**src/rtl/blp_params.svh**
```systemverilog
// Constants for the motor protection and brake logic: offsets, fields, timing
`ifndef BLP_PARAMS_SVH
`define BLP_PARAMS_SVH

// ==========================================================================
// Clock
`define BLP_CLK_HZ 10000000
`define BLP_CLK_PERIOD_NS 100

// ==========================================================================
// Lock timeout: 154 s per uF with a 0.01 uF part gives 1540 ms
`define BLP_LOCK_TIME_MS 1540
`define BLP_LOCK_CYC (`BLP_LOCK_TIME_MS * (`BLP_CLK_HZ / 1000))
// Short clear period, 0.5 s per uF with 0.01 uF; zero duty clears after 2x
`define BLP_SHORT_CLR_US 5000
`define BLP_ZERO_CLR_CYC (2 * `BLP_SHORT_CLR_US * (`BLP_CLK_HZ / 1000000))
// Stop mode held this long clears latched faults (least time, rounded up)
`define BLP_STOP_CLR_NS 10000
`define BLP_STOP_CLR_CYC ((`BLP_STOP_CLR_NS + `BLP_CLK_PERIOD_NS - 1) / `BLP_CLK_PERIOD_NS)
// Shoot-through guard interval (least time, rounded up)
`define BLP_GUARD_NS 1000
`define BLP_GUARD_CYC ((`BLP_GUARD_NS + `BLP_CLK_PERIOD_NS - 1) / `BLP_CLK_PERIOD_NS)
// Backward Hall steps (60 degrees each) that declare reversal
`define BLP_REV_STEPS 3
// Speed feedback noise filter length in samples
`define BLP_FILT_LEN 8

// ==========================================================================
// Register map
`define BLP_CTRL_OFS 4'h0
`define BLP_STAT_OFS 4'h4
`define BLP_CTRL_RST 8'h01
`define BLP_CTRL_LOCK_EN 0
`define BLP_CTRL_DIR_REV 1
`define BLP_STAT_LOCK 0
`define BLP_STAT_REVF 1
`define BLP_STAT_REVING 2
`define BLP_STAT_HALL_BAD 3
`define BLP_STAT_GUARD 4
`define BLP_STAT_BRAKE 5

`endif

```
**src/rtl/blp_pkg.sv**
```systemverilog
// Types shared by the motor protection and brake logic
package blp_pkg;
   // Output drive mode, in priority order
   typedef enum logic [2:0] {
      blp_m_reset,
      blp_m_stop,
      blp_m_guard,
      blp_m_brake,
      blp_m_off,
      blp_m_run
   } blp_mode_t;
   typedef logic [2:0] blp_step_t;
endpackage : blp_pkg

```
**src/rtl/blp_hall_if.sv**
```systemverilog
// Hall position bundle between the decoder and the protection core
`timescale 1ns/1ps
interface blp_hall_if;
   blp_pkg::blp_step_t step;
   logic valid;
   logic changed;
   logic fwd_step;
   logic back_step;
   logic dir_rev;
   modport mon (input dir_rev, output step, valid, changed, fwd_step,
      back_step);
   modport ctl (output dir_rev, input step, valid, changed, fwd_step,
      back_step);
endinterface : blp_hall_if

```
**src/rtl/blp_hall_mon.sv**
```systemverilog
// Hall decoder: position step, validity, change and step direction
`timescale 1ns/1ps
module blp_hall_mon (
   input wire logic sys_clk,
   input wire logic rst_b,
   input wire logic [2:0] hall,
   blp_hall_if.mon hb
);
   import blp_pkg::*;
   logic [2:0] prev_raw_ff;
   logic [2:0] prev_step_ff;
   logic prev_valid_ff;
   logic [3:0] diff;
   logic [2:0] delta;

   // ========================================================================
   // Gray sequence to step index; 000 and 111 are invalid
   always_comb
   begin
      hb.valid = 1'b1;
      case (hall)
         3'h1: hb.step = 3'h0;
         3'h3: hb.step = 3'h1;
         3'h2: hb.step = 3'h2;
         3'h6: hb.step = 3'h3;
         3'h4: hb.step = 3'h4;
         3'h5: hb.step = 3'h5;
         default:
         begin
            hb.step = 3'h0;
            hb.valid = 1'b0;
         end
      endcase
   end

   // Step distance modulo six; jumps of two or more are ignored as noise
   assign diff = {1'b0, hb.step} + 4'h6 - {1'b0, prev_step_ff};
   assign delta = (diff >= 4'h6) ? diff[2:0] - 3'h6 : diff[2:0];
   assign hb.changed = hall != prev_raw_ff;
   assign hb.fwd_step = hb.valid && prev_valid_ff &&
      (hb.dir_rev ? delta == 3'h5 : delta == 3'h1);
   assign hb.back_step = hb.valid && prev_valid_ff &&
      (hb.dir_rev ? delta == 3'h1 : delta == 3'h5);

   // Previous sample
   always_ff @(posedge sys_clk or negedge rst_b)
   begin
      if (!rst_b)
      begin
         prev_raw_ff <= 3'h0;
         prev_step_ff <= 3'h0;
         prev_valid_ff <= 1'b0;
      end
      else
      begin
         prev_raw_ff <= hall;
         prev_step_ff <= hb.step;
         prev_valid_ff <= hb.valid;
      end
   end
endmodule : blp_hall_mon

```
**src/rtl/blp_speed_filter.sv**
```systemverilog
// Noise filter for the speed feedback comparator result
`timescale 1ns/1ps
`include "blp_params.svh"
module blp_speed_filter #(
   parameter int FILT_LEN = `BLP_FILT_LEN
) (
   input wire logic sys_clk,
   input wire logic rst_b,
   input wire logic speed_in,
   output logic speed_out
);
   import blp_pkg::*;
   localparam int CW = $clog2(FILT_LEN + 1);
   logic [CW-1:0] cnt_ff;
   logic out_ff;

   initial
   begin
      if (FILT_LEN < 2)
         $error("blp_speed_filter: FILT_LEN must be at least 2");
   end

   // ========================================================================
   // Follow the input only after it differs for FILT_LEN samples
   always_ff @(posedge sys_clk or negedge rst_b)
   begin
      if (!rst_b)
      begin
         cnt_ff <= '0;
         out_ff <= 1'b0;
      end
      else if (speed_in == out_ff)
         cnt_ff <= '0;
      else if (cnt_ff == CW'(FILT_LEN - 1))
      begin
         cnt_ff <= '0;
         out_ff <= speed_in;
      end
      else
         cnt_ff <= cnt_ff + 1'b1;
   end
   assign speed_out = out_ff; // Same polarity as the raw input

   property p_filt_follow;
      @(posedge sys_clk) disable iff (!rst_b)
      $changed(out_ff) |-> $past(speed_in) == out_ff &&
         $past(speed_in, 2) == out_ff;
   endproperty
   a_filt_follow: assert property (p_filt_follow)
      else $error("filtered speed changed without a stable input");
endmodule : blp_speed_filter

```
**src/rtl/blp_protect_top.sv**
```systemverilog
// Protection, brake and commutation logic of a three-phase motor predriver
// ==========================================================================
//
// The placing of the registers and the address-and-strobe port were decided locally.
`timescale 1ns/1ps
`include "blp_params.svh"
module blp_protect_top #(
   parameter int LOCK_CYC = `BLP_LOCK_CYC,
   parameter int ZERO_CLR_CYC = `BLP_ZERO_CLR_CYC,
   parameter int STOP_CLR_CYC = `BLP_STOP_CLR_CYC,
   parameter int GUARD_CYC = `BLP_GUARD_CYC,
   parameter int FILT_LEN = `BLP_FILT_LEN
) (
   input wire logic sys_clk,
   input wire logic rst_b,
   input wire logic hall_phase_1,
   input wire logic hall_phase_2,
   input wire logic hall_phase_3,
   input wire logic lock_timer_pin,
   input wire logic brake_n,
   input wire logic reverse_guard_select,
   input wire logic duty_pulse_in,
   input wire logic stop_req,
   input wire logic current_limit_req,
   input wire logic undervoltage_sense,
   input wire logic overtemp_threshold,
   input wire logic speed_amp_out,
   input wire logic [3:0] reg_addr,
   input wire logic [7:0] reg_wdata,
   input wire logic reg_wr,
   input wire logic reg_rd,
   output logic [7:0] reg_rdata,
   output logic phase_u_high_drive,
   output logic phase_v_high_drive,
   output logic phase_w_high_drive,
   output logic phase_u_low_drive,
   output logic phase_v_low_drive,
   output logic phase_w_low_drive,
   output logic gate_drive_oe,
   output logic speed_filtered_out,
   output blp_pkg::blp_mode_t drive_mode
);
   import blp_pkg::*;

   localparam int LW = $clog2(LOCK_CYC + 1);
   localparam int ZW = $clog2(ZERO_CLR_CYC + 1);
   localparam int SW = $clog2(STOP_CLR_CYC + 1);
   localparam int GW = $clog2(GUARD_CYC + 1);

   initial
   begin
      if (LOCK_CYC < 2 || ZERO_CLR_CYC < 1 || STOP_CLR_CYC < 1)
         $error("blp_protect_top: timer counts too small");
      if (GUARD_CYC < 2)
         $error("blp_protect_top: GUARD_CYC must be at least 2");
   end

   // ========================================================================
   // Hall decoding and speed filter
   blp_hall_if hb ();
   logic [7:0] ctrl_ff;
   logic lock_en;
   logic rev_en;

   assign lock_en = ctrl_ff[`BLP_CTRL_LOCK_EN];
   assign hb.dir_rev = ctrl_ff[`BLP_CTRL_DIR_REV];
   assign rev_en = lock_en && !reverse_guard_select;

   blp_hall_mon u_hall (
      .sys_clk(sys_clk),
      .rst_b(rst_b),
      .hall({hall_phase_3, hall_phase_2, hall_phase_1}),
      .hb(hb.mon)
   );

   blp_speed_filter #(.FILT_LEN(FILT_LEN)) u_speed (
      .sys_clk(sys_clk),
      .rst_b(rst_b),
      .speed_in(speed_amp_out),
      .speed_out(speed_filtered_out)
   );

   // ========================================================================
   // Clear events and drive state
   logic logic_rst;
   logic braking;
   logic driving;
   logic [SW-1:0] stop_cnt_ff;
   logic [ZW-1:0] zero_cnt_ff;
   logic stop_clr;
   logic zero_clr;
   logic fault_clr;

   assign logic_rst = !lock_timer_pin;
   assign braking = !brake_n;
   assign driving = !stop_req && !braking;
   assign stop_clr = stop_req && stop_cnt_ff >= SW'(STOP_CLR_CYC - 1);
   // Undriven duty input reads high, i.e. off
   assign zero_clr = duty_pulse_in && zero_cnt_ff >= ZW'(ZERO_CLR_CYC);
   assign fault_clr = stop_clr || zero_clr;

   // Saturating hold-time counters for stop and zero duty
   always_ff @(posedge sys_clk or negedge rst_b)
   begin
      if (!rst_b)
      begin
         stop_cnt_ff <= '0;
         zero_cnt_ff <= '0;
      end
      else
      begin
         if (logic_rst || !stop_req)
            stop_cnt_ff <= '0;
         else if (stop_cnt_ff != SW'(STOP_CLR_CYC))
            stop_cnt_ff <= stop_cnt_ff + 1'b1;
         if (logic_rst || !duty_pulse_in)
            zero_cnt_ff <= '0;
         else if (zero_cnt_ff != ZW'(ZERO_CLR_CYC))
            zero_cnt_ff <= zero_cnt_ff + 1'b1;
      end
   end

   // ========================================================================
   // Lock detection; braking holds the timer at zero
   logic [LW-1:0] lock_cnt_ff;
   logic lock_fault_ff;
   logic lock_set;

   // Trip once on reaching the end count; the timer then parks there, so
   // a clear during a stall holds until a fresh full timeout
   assign lock_set = lock_en && driving && !hb.changed &&
      lock_cnt_ff == LW'(LOCK_CYC - 2);

   always_ff @(posedge sys_clk or negedge rst_b)
   begin
      if (!rst_b)
         lock_cnt_ff <= '0;
      else if (logic_rst || !lock_en || !driving || hb.changed)
         lock_cnt_ff <= '0;
      else if (lock_cnt_ff != LW'(LOCK_CYC - 1))
         lock_cnt_ff <= lock_cnt_ff + 1'b1;
   end

   // Set wins over clear so a trip in the clearing cycle is kept
   always_ff @(posedge sys_clk or negedge rst_b)
   begin
      if (!rst_b)
         lock_fault_ff <= 1'b0;
      else if (logic_rst)
         lock_fault_ff <= 1'b0;
      else if (lock_set)
         lock_fault_ff <= 1'b1;
      else if (fault_clr)
         lock_fault_ff <= 1'b0;
   end

   // ========================================================================
   // Reverse rotation tracking and shutdown
   logic [1:0] back_cnt_ff;
   logic reversing_ff;
   logic [LW-1:0] rev_tmr_ff;
   logic rev_fault_ff;
   logic rev_set;

   // Tracked even while idle so a rotor already reversing is seen
   always_ff @(posedge sys_clk or negedge rst_b)
   begin
      if (!rst_b)
      begin
         back_cnt_ff <= 2'h0;
         reversing_ff <= 1'b0;
      end
      else if (logic_rst || hb.fwd_step)
      begin
         back_cnt_ff <= 2'h0;
         reversing_ff <= 1'b0;
      end
      else if (hb.back_step)
      begin
         if (back_cnt_ff != 2'(`BLP_REV_STEPS))
            back_cnt_ff <= back_cnt_ff + 1'b1;
         if (back_cnt_ff == 2'(`BLP_REV_STEPS - 1))
            reversing_ff <= 1'b1;
      end
   end

   // Trips once as the timer reaches its end so zero duty can still clear
   assign rev_set = rev_en && driving && reversing_ff && !hb.fwd_step &&
      rev_tmr_ff == LW'(LOCK_CYC - 2);

   // Drive continues for one lock timeout before shutting off
   always_ff @(posedge sys_clk or negedge rst_b)
   begin
      if (!rst_b)
         rev_tmr_ff <= '0;
      else if (logic_rst || !driving || !reversing_ff || hb.fwd_step)
         rev_tmr_ff <= '0;
      else if (rev_tmr_ff != LW'(LOCK_CYC - 1))
         rev_tmr_ff <= rev_tmr_ff + 1'b1;
   end

   always_ff @(posedge sys_clk or negedge rst_b)
   begin
      if (!rst_b)
         rev_fault_ff <= 1'b0;
      else if (logic_rst)
         rev_fault_ff <= 1'b0;
      else if (rev_set)
         rev_fault_ff <= 1'b1;
      else if (fault_clr)
         rev_fault_ff <= 1'b0;
   end

   // ========================================================================
   // Shoot-through guard on brake or direction change
   logic brake_q_ff;
   logic dir_q_ff;
   logic [GW-1:0] guard_cnt_ff;
   logic guard_start;

   assign guard_start = brake_n != brake_q_ff || hb.dir_rev != dir_q_ff;

   always_ff @(posedge sys_clk or negedge rst_b)
   begin
      if (!rst_b)
      begin
         brake_q_ff <= 1'b1;
         dir_q_ff <= 1'b0;
         guard_cnt_ff <= '0;
      end
      else
      begin
         brake_q_ff <= brake_n;
         dir_q_ff <= hb.dir_rev;
         if (logic_rst)
            guard_cnt_ff <= '0;
         else if (guard_start)
            guard_cnt_ff <= GW'(GUARD_CYC - 1);
         else if (guard_cnt_ff != '0)
            guard_cnt_ff <= guard_cnt_ff - 1'b1;
      end
   end

   // ========================================================================
   // Mode selection, highest priority first
   logic all_off;
   logic hi_block;
   blp_mode_t nxt_mode;

   // Zero duty under reverse protection stops all six unless braking
   assign all_off = !hb.valid || rev_fault_ff ||
      (rev_en && duty_pulse_in);
   // Current limit is only honoured outside braking
   assign hi_block = lock_fault_ff || (lock_en && overtemp_threshold) ||
      undervoltage_sense || current_limit_req;

   always_comb
   begin
      if (logic_rst)
         nxt_mode = blp_m_reset;
      else if (stop_req)
         nxt_mode = blp_m_stop;
      else if (guard_start || guard_cnt_ff != '0)
         nxt_mode = blp_m_guard;
      else if (braking)
         nxt_mode = blp_m_brake;
      else if (all_off)
         nxt_mode = blp_m_off;
      else
         nxt_mode = blp_m_run;
   end
   assign drive_mode = nxt_mode;

   // ========================================================================
   // Six-step commutation table, reverse uses the opposite step
   logic [2:0] cstep;
   logic [2:0] tbl_hi;
   logic [2:0] tbl_lo;

   assign cstep = hb.dir_rev ?
      ((hb.step >= 3'h3) ? hb.step - 3'h3 : hb.step + 3'h3) : hb.step;

   always_comb
   begin
      case (cstep)
         3'h0: {tbl_hi, tbl_lo} = {3'h1, 3'h2};
         3'h1: {tbl_hi, tbl_lo} = {3'h1, 3'h4};
         3'h2: {tbl_hi, tbl_lo} = {3'h2, 3'h4};
         3'h3: {tbl_hi, tbl_lo} = {3'h2, 3'h1};
         3'h4: {tbl_hi, tbl_lo} = {3'h4, 3'h1};
         3'h5: {tbl_hi, tbl_lo} = {3'h4, 3'h2};
         default: {tbl_hi, tbl_lo} = {3'h0, 3'h0};
      endcase
   end

   // ========================================================================
   // Registered gate drives; bit 0 is phase U, 1 is V, 2 is W
   logic [2:0] hi_ff;
   logic [2:0] lo_ff;
   logic oe_ff;

   always_ff @(posedge sys_clk or negedge rst_b)
   begin
      if (!rst_b)
      begin
         hi_ff <= 3'h0;
         lo_ff <= 3'h0;
         oe_ff <= 1'b1;
      end
      else
      begin
         oe_ff <= nxt_mode != blp_m_stop;
         case (nxt_mode)
            blp_m_brake:
            begin
               hi_ff <= 3'h7;
               lo_ff <= 3'h0;
            end
            blp_m_run:
            begin
               hi_ff <= tbl_hi & {3{!duty_pulse_in && !hi_block}};
               lo_ff <= tbl_lo;
            end
            default:
            begin
               hi_ff <= 3'h0;
               lo_ff <= 3'h0;
            end
         endcase
      end
   end

   assign phase_u_high_drive = hi_ff[0];
   assign phase_v_high_drive = hi_ff[1];
   assign phase_w_high_drive = hi_ff[2];
   assign phase_u_low_drive = lo_ff[0];
   assign phase_v_low_drive = lo_ff[1];
   assign phase_w_low_drive = lo_ff[2];
   assign gate_drive_oe = oe_ff;

   // ========================================================================
   // Register port: control word and status, read data one cycle later
   logic [7:0] status;

   assign status = {2'h0, braking, guard_cnt_ff != '0, !hb.valid,
      reversing_ff, rev_fault_ff, lock_fault_ff};

   always_ff @(posedge sys_clk or negedge rst_b)
   begin
      if (!rst_b)
         ctrl_ff <= `BLP_CTRL_RST;
      else if (reg_wr && reg_addr == `BLP_CTRL_OFS)
         ctrl_ff <= {6'h00, reg_wdata[1:0]};
   end

   // Unmapped addresses read zero
   always_ff @(posedge sys_clk or negedge rst_b)
   begin
      if (!rst_b)
         reg_rdata <= 8'h00;
      else if (reg_rd && reg_addr == `BLP_CTRL_OFS)
         reg_rdata <= ctrl_ff;
      else if (reg_rd && reg_addr == `BLP_STAT_OFS)
         reg_rdata <= status;
      else
         reg_rdata <= 8'h00;
   end

   // ========================================================================
   // Checks
   property p_lock_trip;
      @(posedge sys_clk) disable iff (!rst_b)
      lock_en && driving && !logic_rst && !hb.changed &&
         lock_cnt_ff == LW'(LOCK_CYC - 2) |=> lock_fault_ff;
   endproperty
   a_lock_trip: assert property (p_lock_trip)
      else $error("lock timeout did not latch the lock fault");

   property p_lock_hi_off;
      @(posedge sys_clk) disable iff (!rst_b)
      lock_fault_ff && nxt_mode == blp_m_run |=> hi_ff == 3'h0;
   endproperty
   a_lock_hi_off: assert property (p_lock_hi_off)
      else $error("high side on during lock fault");

   property p_brake_no_lock;
      @(posedge sys_clk) disable iff (!rst_b)
      braking |=> lock_cnt_ff == '0;
   endproperty
   a_brake_no_lock: assert property (p_brake_no_lock)
      else $error("lock timer ran while braking");

   property p_stop_clear;
      @(posedge sys_clk) disable iff (!rst_b)
      stop_req [*8] ##1 stop_req && stop_cnt_ff >= SW'(STOP_CLR_CYC - 1) &&
         !lock_set |=> !lock_fault_ff;
   endproperty
   a_stop_clear: assert property (p_stop_clear)
      else $error("stop mode did not clear lock fault");

   property p_pin_reset;
      @(posedge sys_clk) disable iff (!rst_b)
      logic_rst |=> hi_ff == 3'h0 && lo_ff == 3'h0 && !lock_fault_ff &&
         !rev_fault_ff;
   endproperty
   a_pin_reset: assert property (p_pin_reset)
      else $error("drive or fault active with timer pin low");

   property p_rev_zero_off;
      @(posedge sys_clk) disable iff (!rst_b)
      rev_en && duty_pulse_in && nxt_mode != blp_m_brake &&
         nxt_mode != blp_m_stop |=> hi_ff == 3'h0 && lo_ff == 3'h0;
   endproperty
   a_rev_zero_off: assert property (p_rev_zero_off)
      else $error("outputs on at zero duty with reverse protection");

   property p_rev_fault_set;
      @(posedge sys_clk) disable iff (!rst_b)
      rev_set && !logic_rst |=> rev_fault_ff ##1 rev_fault_ff || fault_clr
         || $past(fault_clr) || logic_rst;
   endproperty
   a_rev_fault_set: assert property (p_rev_fault_set)
      else $error("persisting reversal did not shut off");

   property p_ot_off;
      @(posedge sys_clk) disable iff (!rst_b)
      overtemp_threshold && lock_en && nxt_mode == blp_m_run
         |=> hi_ff == 3'h0;
   endproperty
   a_ot_off: assert property (p_ot_off)
      else $error("high side on during over-temperature");

   property p_guard;
      @(posedge sys_clk) disable iff (!rst_b)
      $changed(brake_n) && !logic_rst && !stop_req
         |=> (hi_ff == 3'h0 && lo_ff == 3'h0) [*2];
   endproperty
   a_guard: assert property (p_guard)
      else $error("no guard interval at brake change");

   property p_brake;
      @(posedge sys_clk) disable iff (!rst_b)
      nxt_mode == blp_m_brake |=> hi_ff == 3'h7 && lo_ff == 3'h0;
   endproperty
   a_brake: assert property (p_brake)
      else $error("brake pattern wrong");

   property p_hall_bad;
      @(posedge sys_clk) disable iff (!rst_b)
      (hall_phase_1 == hall_phase_2 && hall_phase_2 == hall_phase_3) &&
         !braking |=> hi_ff == 3'h0 && lo_ff == 3'h0;
   endproperty
   a_hall_bad: assert property (p_hall_bad)
      else $error("outputs on with invalid Hall state");

   property p_stop_hiz;
      @(posedge sys_clk) disable iff (!rst_b)
      stop_req && !logic_rst |=> !oe_ff;
   endproperty
   a_stop_hiz: assert property (p_stop_hiz)
      else $error("gate drives enabled in stop mode");
endmodule : blp_protect_top

```
**config.mk**
```make
export PLATFORM = sky130hd
export DESIGN_NAME = blp_protect_top
export DESIGN_NICKNAME = d
export VERILOG_FILES = /design/src/rtl/blp_pkg.sv /design/src/rtl/blp_hall_if.sv /design/src/rtl/blp_hall_mon.sv /design/src/rtl/blp_speed_filter.sv /design/src/rtl/blp_protect_top.sv
export VERILOG_INCLUDE_DIRS = /design/src /design/src/rtl
export SDC_FILE = /design/constraint.sdc
export NUM_CORES = 1
export LEC_CHECK = 0
export BUFFER_PORTS_ARGS = -buffer_cell sky130_fd_sc_hd__clkbuf_2
export CORE_MARGIN = 8
export CORE_UTILIZATION = 65
export DETAILED_ROUTE_END_ITERATION = 12
export GPL_TIMING_DRIVEN = 0
export PLACE_DENSITY_LB_ADDON = 0.08
export SLEW_MARGIN = 15
export SYNTH_ARGS = -nofsm -noshare
export SYNTH_HDL_FRONTEND = slang
export SYNTH_SLANG_ARGS = --single-unit
```
**constraint.sdc**
```tcl
create_clock -name sys_clk -period 4.19 [get_ports sys_clk]
set_input_delay 0 -clock sys_clk [delete_from_list [all_inputs] [get_ports sys_clk]]
set_output_delay 0 -clock sys_clk [all_outputs]
set_load 0.005 [all_outputs]
```
* Word-level counts from Yosys, hierarchy flattened
Index checks and enable logic that the tools add are counted.
** Word-level totals
- Register bits after elaboration :: 112
- Input port bits :: 28
- Output and inout port bits :: 19
** Cells by class
- $add $sub $neg :: 12
- Magnitude comparators :: 4
- Equality and inequality tests :: 33
- Mux-type cells :: 42
- Bitwise gates (word level) :: 2
- Reductions and logical operators :: 69
** Operators with widths (count)
- 2-to-1 mux 24 bit :: 4
- adder 24 x 1 -> 24 bit (second input constant) :: 2
- == test 24 bit (second input constant) :: 2
- inequality test 24 bit (second input constant) :: 2
- 2-to-1 mux 17 bit :: 2
- 2-to-1 mux 3 bit :: 8
- == test 3 bit (second input constant) :: 7
- logical AND 1 bit :: 20
- 2-to-1 mux 4 bit :: 5
- case mux 3 bit (3 select lines) :: 2
- adder 17 x 1 -> 17 bit (second input constant) :: 1
- >= comparator 17 bit (second input constant) :: 1
- logical OR 1 bit :: 17
- inequality test 17 bit (second input constant) :: 1
- == test 3 x 2 -> 1 bit (second input constant) :: 5
- case mux 3 bit (5 select lines) :: 1
- 2-to-1 mux 7 bit :: 2
- nonzero test 2 bit :: 7
- zero test 1 bit :: 12
- 2-to-1 mux 1 bit :: 12
- 2-to-1 mux 6 bit :: 2
- inequality test 3 x 1 -> 1 bit (second input constant) :: 4
- OR reduction 2 bit :: 6
- == test 3 x 1 -> 1 bit (second input constant) :: 3
- other kinds (28) :: 34

* Longest topological paths before layout
Gate-level depths: netlist of run 1.
- Depth in word-level cells :: 14
- Depth in mapped cells :: 14
- Mapped depth without buffers :: 12

* Modules after synthesis
A second synthesis of run 1 with hierarchy kept.
** Second synthesis, totals
- Cells, all modules :: 578
- Area, all modules :: 5746.8 um^2
** By module, submodules not included
- blp_protect_top :: times used 1, cells each 515, area an instance 5057.4 um^2, sequential area each 2456.1 um^2
- blp_hall_mon :: times used 1, cells each 45, area an instance 471.7 um^2, sequential area each 175.2 um^2
- blp_speed_filter :: times used 1, cells each 18, area an instance 217.7 um^2, sequential area each 125.1 um^2

* Least setup slack after synthesis of run 1
OpenSTA, ideal clock, no wires.
- Path kind :: in2reg
- Start :: input port hall_phase_1
- End :: register rev_fault_ff
- Data arrival time :: 2644 ps
- Required time :: 4058 ps
- Slack :: 1414 ps
- Cell stages on the path :: 13
- Cell sequence :: buf_4 nand2b_1 a31oi_1 inv_1 ha_1 inv_1 ha_1 fa_1 nor2b_1 o32a_1 o21ai_1 clkbuf_1 o2bb2ai_1
** On the way
- Word-level cells in the longest chain between the ends :: 14
** RTL lines
- start, declared :: RTL line blp_protect_top.sv:16 : input wire logic hall_phase_1,
- == test 3 bit / == test 3 x 2 -> 1 bit (equally long branches) :: RTL line blp_hall_mon.sv:21 : case (hall)
- case mux 3 bit (5 select lines) * :: RTL line blp_hall_mon.sv:21
- named net hb.step[0] :: RTL line blp_hall_if.sv:4 : blp_pkg::blp_step_t step;
- adder 3 x 3 -> 4 bit * :: RTL line blp_hall_mon.sv:37 : assign diff = {1'b0, hb.step} + 4'h6 - {1'b0, prev_step_ff};
- subtractor 4 x 3 -> 4 bit * :: RTL line blp_hall_mon.sv:37
- >= comparator 4 x 3 -> 1 bit / subtractor 3 bit (equally long branches) :: RTL line blp_hall_mon.sv:38 : assign delta = (diff >= 4'h6) ? diff[2:0] - 3'h6 : diff[2:0];
- 2-to-1 mux 3 bit * :: RTL line blp_hall_mon.sv:38
- == test 3 x 1 -> 1 bit / == test 3 bit (equally long branches) :: RTL line blp_hall_mon.sv:41 : (hb.dir_rev ? delta == 3'h5 : delta == 3'h1);
- 2-to-1 mux 1 bit * :: RTL line blp_hall_mon.sv:41
- logical AND 1 bit * :: RTL line blp_hall_mon.sv:40 : assign hb.fwd_step = hb.valid && prev_valid_ff &&
- zero test 1 bit * :: RTL line blp_protect_top.sv:188 : assign rev_set = rev_en && driving && reversing_ff && !hb.fwd_step &&
- logical AND 1 bit * (2 in a row) :: RTL line blp_protect_top.sv:188
- 2-to-1 mux 1 bit :: RTL line blp_protect_top.sv:208 : else if (rev_set)
- 2-to-1 mux 1 bit :: RTL line blp_protect_top.sv:206 : else if (logic_rst)
- end signal, assigned :: RTL line blp_protect_top.sv:205 : rev_fault_ff <= 1'b0;
- end signal, assigned :: RTL line blp_protect_top.sv:207 : rev_fault_ff <= 1'b0;
- end signal, assigned :: RTL line blp_protect_top.sv:209 : rev_fault_ff <= 1'b1;
- end, declared :: RTL line blp_protect_top.sv:162 : logic rev_fault_ff;
The timed path passes the listed nets; every way through them passes the cells marked *.
A chain may end at the register's enable or synchronous reset.

* Final worst setup path of run 1
Same ends and word-level chain as after synthesis.

==> flow_metrics.env, run 1 <==
export IMPL_ys_warn_count=0
export IMPL_diodes=0
export IMPL_grtUsageTotal_pct=20.3
export IMPL_drtPass1Iterations=5
export IMPL_synthDistinctLibCells=62
export IMPL_grt_max_degree=66
export IMPL_grt_use_met3_pct=5.04
export IMPL_cts_tree="yes"
export IMPL_placed_area_mm2=0.00603
export IMPL_first_global_vias=4190
export IMPL_netlist_top_cells_count="107 x dfrtp_1, 90 x nor2_1, 39 x xor2_1"
export IMPL_syn_avg_cell_area_um2=9.82
export IMPL_critPathKind="in2reg"
export IMPL_num_rows=34
export IMPL_p_per_area_mw_per_mm2=324
export IMPL_wl_um=11400
export IMPL_syn_area_mm2=0.00567
export IMPL_die_h_um=109
export IMPL_cp_max_fo=10
export IMPL_htreeDepth=3
export IMPL_yosys_most_used_dff="dfrtp_1"
export IMPL_start_kind="input pin"
export IMPL_areaGrowthSynthToFinish_pct=12.4
export IMPL_finClkSkew_ps=9.80
export IMPL_ys_seq_area_share_pct=48.7
export IMPL_grt_first_pass_wirelength_um=19300
export IMPL_endpoint_kind="flip-flop"
export IMPL_grt_busiest_layer="met2"
export IMPL_antenna_found_initial=0
export IMPL_max_slew_margin_rel_pct=21.4
export IMPL_clock_latency_ps=370
export IMPL_io_pins=47
export IMPL_slew_violations=0
export IMPL_wl_per_cell_um=15.1
export IMPL_post_cts_resized=0
export IMPL_io_buffers=38
export IMPL_gr_usage_met1_pct=25.5
export IMPL_async_flop_share_pct=100
export IMPL_grt_setup_unrepaired="no"
export IMPL_synth_area_top_cells="dfrtp_1 47%, xor2_1 6.0%, nor2_1 6.0%"
export IMPL_period_share_pct=86.1
export IMPL_met2_usage_pct=34.5
export IMPL_via_count=4274
export IMPL_cts_setup_buffers=0
export IMPL_place_congestion=0.849
export IMPL_yosysMostFrequentCell="dfrtp_1"
export IMPL_p_leak_nw=2.74
export IMPL_setup_viol=0
export IMPL_core_mm2=0.00859
export IMPL_arrival_ps=3860
export IMPL_layout_nets=689
export IMPL_drt_initial_drc_count=215
export IMPL_fp_dieW_um=109
export IMPL_yosys_area_top_type="dfrtp_1"
export IMPL_status="complete, no violations"
export IMPL_synth_edff_count=0
export IMPL_worst_pin_slew_ps=1170
export IMPL_start_util_pct=65.9
export IMPL_layout_drive_gt1_share_pct=11.9
export IMPL_postCtsHoldBufs=14
export IMPL_clk_pin_slew_ps=100
export IMPL_vdd_drop_max_uv=204
export IMPL_drcViolationCount=0
export IMPL_final_area_mm2=0.00637
export IMPL_hold_path_class="in2reg"
export IMPL_ant_nets=0
export IMPL_drv_cap=0
export IMPL_avgViaCountPerCell=5.66
export IMPL_cts_buffers=9
export IMPL_overflow=0
export IMPL_yosysTopAreaCellShare_pct=47.3
export IMPL_crit_required_ps=4440
export IMPL_finalSetupTns_ps=0
export IMPL_syn_inst=577
export IMPL_post_route_min_period_ps=3610
export IMPL_ys_ff_latch=110
export IMPL_fmax_ghz=0.277
export IMPL_clockBufferDepth=2
export IMPL_cts_sinks=110
export IMPL_dp_hpwl_um=8250
export IMPL_clockRootBuffer="clkbuf_8"
export IMPL_die_area_mm2=0.0120
export IMPL_hold_violations=0
## logic make-up (layout without fill, tap and decap cells)
| kind of cell | count (synthesis) | after routing | share of synthesized area [%] |
|---|---|---|---|
| xor gates and xnor gates | 71 | 71 | 11.0 |
| AOI/OAI and AO/OA | 59 | 59 | 7.11 |
| adders and majority gates | 19 | 19 | 4.33 |
| muxes | 8 | 8 | 1.50 |
| buffers and inverters | 42 | 111 | 3.25 |
| other | 1 | 2 | 0.0662 |
| and+or+nand+nor | 267 | 267 | 24.1 |
| DFF | 110 | 110 | 48.7 |
## routing by layer
metal	routed length [um]	up-vias
li1	-	2120
met1	5180	2089
met5	0	-
met3	415	9
met2	5670	56
met4	110	0
## path summary, 6_finish.rpt
path                                             startpoint                     endpoint  depth (start not counted)  slack (ps)
max in group asynchronous                             rst_b       ctrl_ff[0]$_DFFE_PN1P_                          3        3390
min in group asynchronous                             rst_b  u_speed.cnt_ff[1]$_DFF_PN0_                          2         140
hold reg to reg                 u_speed.cnt_ff[0]$_DFF_PN0_  u_speed.cnt_ff[0]$_DFF_PN0_                          1         480
setup / recovery                               hall_phase_1     rev_fault_ff$_DFFE_PN0P_                         15         580
hold / removal                           overtemp_threshold           hi_ff[2]$_DFF_PN0_                          3          10
setup reg to reg           u_hall.prev_step_ff[1]$_DFF_PN0_     rev_fault_ff$_DFFE_PN0P_                         10        1080
## placed cells by master (no fill, tap or decap), types with 7 or more instances in the layout
cell type	synthesis	layout
xnor2_1	32	32
clkbuf_1	10	11
nand2b_1	8	8
o21ai_0	7	7
dlygate4sd3_1	0	14
nor4_1	7	7
dfrtp_1	107	107
or3_1	8	8
and3_1	15	15
xor2_1	39	39
nand2_1	32	32
a21oi_1	13	13
clkbuf_8	0	11
clkbuf_2	0	37
inv_1	26	26
nand3_1	33	33
nor2_1	90	90
ha_1	18	18
nor3_1	18	18
nand4_1	22	22
## state kept, by name (all words and copies together) (netlist names), 4 cells and up
register        flops
u_speed.cnt_ff      4
guard_cnt_ff        4
zero_cnt_ff        17
rev_tmr_ff         24
stop_cnt_ff         7
lock_cnt_ff        24
reg_rdata           6
## report_power, final
part / internal, mW / total (mW) / switching, mW
Clock: 0.294 / 0.648 / 0.354
Sequential: 1.10 / 1.13 / 0.0299
Combinational: 0.128 / 0.286 / 0.159
## stage by stage
stage	util (%)	power, mW	std cells	setup WS [ps]	hold WS (ps)
global placement	69.8	1.41	724	833	146
global route	74.1	2.17	755	346	8.20
detailed placement	70.2	1.43	725	749	-34.9
finish	74.1	2.07	755	582	9.88
floorplan	-	1.33	578	1410	-296
CTS	74.1	2.09	755	571	0.816
## worst max-delay path: stages
cell           delay, ps
dlygate4sd3_1        540
clkbuf_2             120
buf_4                160
nand2b_1             180
a31oi_1              320
inv_1                 80
ha_1                 200
inv_1                 60
ha_1                 160
fa_1                 470
nor2b_1              180
o32a_1               340
o21ai_1              460
clkbuf_1             440
o2bb2ai_1            130
## cell type report
class                      instances  area (um^2)
buffer                            16         86.3
clock buffer                      11          141
clock inverter                     5         56.3
fill                             679         2220
inverter                          26         97.6
multi-input combinational        426         2730
sequential                       110         2760
tap                              108          135
timing repair buffer              53          367
Power figures use the tool's default switching activity.
==> run 2, diff against run 1 <==
CELL_PAD_IN_SITES_DETAIL_PLACEMENT = 0   (was unset)
CELL_PAD_IN_SITES_GLOBAL_PLACEMENT = 1   (was unset)
CORE_UTILIZATION = 51   (was 65)
==> flow_metrics.env, run 2 (synthesis gave the netlist of run 1 again) <==
export IMPL_crit_required_ps=4450
export IMPL_grt_setup_unrepaired="no"
export IMPL_die_area_mm2=0.0147
export IMPL_wl_um=11700
export IMPL_clockBufferDepth=2
export IMPL_overflow=0
export IMPL_worst_pin_slew_ps=856
export IMPL_clock_latency_ps=380
export IMPL_fmax_ghz=0.282
export IMPL_final_common_cell="dfrtp_1"
export IMPL_endpoint_kind="flip-flop"
export IMPL_arrival_ps=3810
export IMPL_die_h_um=121
export IMPL_layout_nets=690
export IMPL_hold_path_class="in2reg"
export IMPL_cts_buffers=9
export IMPL_start_kind="input pin"
export IMPL_final_cell_mix="107 x dfrtp_1, 90 x nor2_1, 39 x xor2_1"
export IMPL_finalSetupTns_ps=0
export IMPL_drcViolationCount=0
export IMPL_hold_ws_ps=32.1
export IMPL_cts_tree="yes"
export IMPL_io_pins=47
export IMPL_max_stage_delay_ps=540
export IMPL_avgViaCountPerCell=5.42
export IMPL_clk_pin_slew_ps=100
export IMPL_via_count=4267
export IMPL_diodes=0
export IMPL_critPathKind="in2reg"
export IMPL_cts_sinks=110
export IMPL_max_slew_margin_rel_pct=42.5
export IMPL_io_buffers=38
export IMPL_drv_cap=0
export IMPL_p_per_area_mw_per_mm2=336
export IMPL_grt_max_degree=72
export IMPL_hold_violations=0
export IMPL_finClkSkew_ps=10.2
export IMPL_layout_drive_gt1_share_pct=11.9
export IMPL_post_route_min_period_ps=3550
export IMPL_cp_max_fo=10
export IMPL_antenna_found_initial=0
export IMPL_slew_violations=0
export IMPL_p_leak_nw=2.76
export IMPL_first_global_vias=4289
export IMPL_status="complete, no violations"
export IMPL_crit_family="buffers and inverters"
export IMPL_grt_first_pass_wirelength_um=20500
export IMPL_drtPass1Iterations=4
export IMPL_ant_nets=0
export IMPL_core_mm2=0.0108
export IMPL_start_util_pct=52.3
export IMPL_cp_slowest_cell="dlygate4sd3_1"
export IMPL_num_rows=38
export IMPL_crit_chain="dlygate4sd3_1 > clkbuf_2 > buf_4 > nand2b_1 > a31oi_1 > inv_1 > ha_1 > inv_1 > ha_1 > fa_1 > nor2b_1 > o32a_1 > o21ai_1 > clkbuf_1 > o2bb2ai_1"
export IMPL_reg_top3="lock_cnt_ff (24), rev_tmr_ff (24), zero_cnt_ff (17)"
export IMPL_place_congestion=0.856
export IMPL_drt_initial_drc_count=291
export IMPL_cts_setup_buffers=0
export IMPL_fp_dieW_um=121
export IMPL_wl_per_cell_um=14.9
export IMPL_grtUsageTotal_pct=17.2
export IMPL_areaGrowthSynthToFinish_pct=14.1
export IMPL_clockRootBuffer="clkbuf_8"
export IMPL_htreeDepth=3
export IMPL_cp_num_buf_inv=6
export IMPL_dp_hpwl_um=8350
export IMPL_vdd_drop_max_uv=263
export IMPL_setup_viol=0
export IMPL_period_share_pct=84.7
==> run 2: changes by cell type in the layout (fill, tap and decap cells not counted), sizes merged <==
cell / delta
clkinvlp: -1
inv: -1
bufinv: +2
clkinv: -1
dlygate4sd3: +1
==> run 2: what timing repair did <==
action | CTS | global route
hold endpoints to repair | 130 | 0
hold buffers | 15 | 0
gates resized for setup | 0 | 0
==> run 2: per-layer routing <==
metal	part of all wire, %	GRT usage (%)
met5	0	0
met4	1.8	5.55
met3	3.4	4.79
met2	48	28.0
met1	47	21.7
==> run 2: power breakdown <==
part / total, mW / internal [mW] / switching, mW
Clock: 0.754 / 0.409 / 0.344
Sequential: 1.13 / 1.10 / 0.0304
Combinational: 0.286 / 0.127 / 0.159
==> run 2: layout make-up <==
type,count,area (um^2)
Buffer,16,86.3
Clock buffer,11,141
Clock inverter,4,95.1
Fill cell,954,4380
Inverter,26,97.6
Multi-Input combinational cell,426,2740
Sequential cell,110,2760
Tap cell,140,175
Timing Repair Buffer,54,377
==> run 2: worst reg2reg max path: stages, from the launching register on <==
cell and delay, ps:
dfrtp_1 380, ha_1 280, inv_1 40, ha_1 190, fa_1 370, xor2_1 210
nand2b_1 170, o32a_1 300, o21ai_1 440, clkbuf_1 410, o2bb2ai_1 130
==> run 2: path summary, 6_finish.rpt <==
kind / from / to / slack [ps] / depth (start not counted)
setup / recovery: hall_phase_1 / rev_fault_ff$_DFFE_PN0P_ / 640 / 15
hold / removal: reg_wr / ctrl_ff[0]$_DFFE_PN1P_ / 30 / 3
setup reg to reg: u_hall.prev_step_ff[1]$_DFF_PN0_ / rev_fault_ff$_DFFE_PN0P_ / 1160 / 10
hold reg to reg: u_speed.cnt_ff[0]$_DFF_PN0_ / u_speed.cnt_ff[0]$_DFF_PN0_ / 480 / 1
max in group asynchronous: rst_b / lock_cnt_ff[13]$_DFFE_PN0P_ / 3410 / 3
min in group asynchronous: rst_b / guard_cnt_ff[1]$_DFFE_PN0P_ / 100 / 2
==> run 2: metrics by stage <==
step	std cells	util, %	cell area, um^2	setup WS [ps]	power (mW)
final	787	59.6	6460	640	2.17
after global routing	787	59.6	6460	374	2.29
after CTS	787	59.6	6460	622	2.21
after detailed placement	757	56.0	6070	753	1.43
after global placement	756	55.7	6030	800	1.42
after floorplan	578	-	5670	1410	1.33
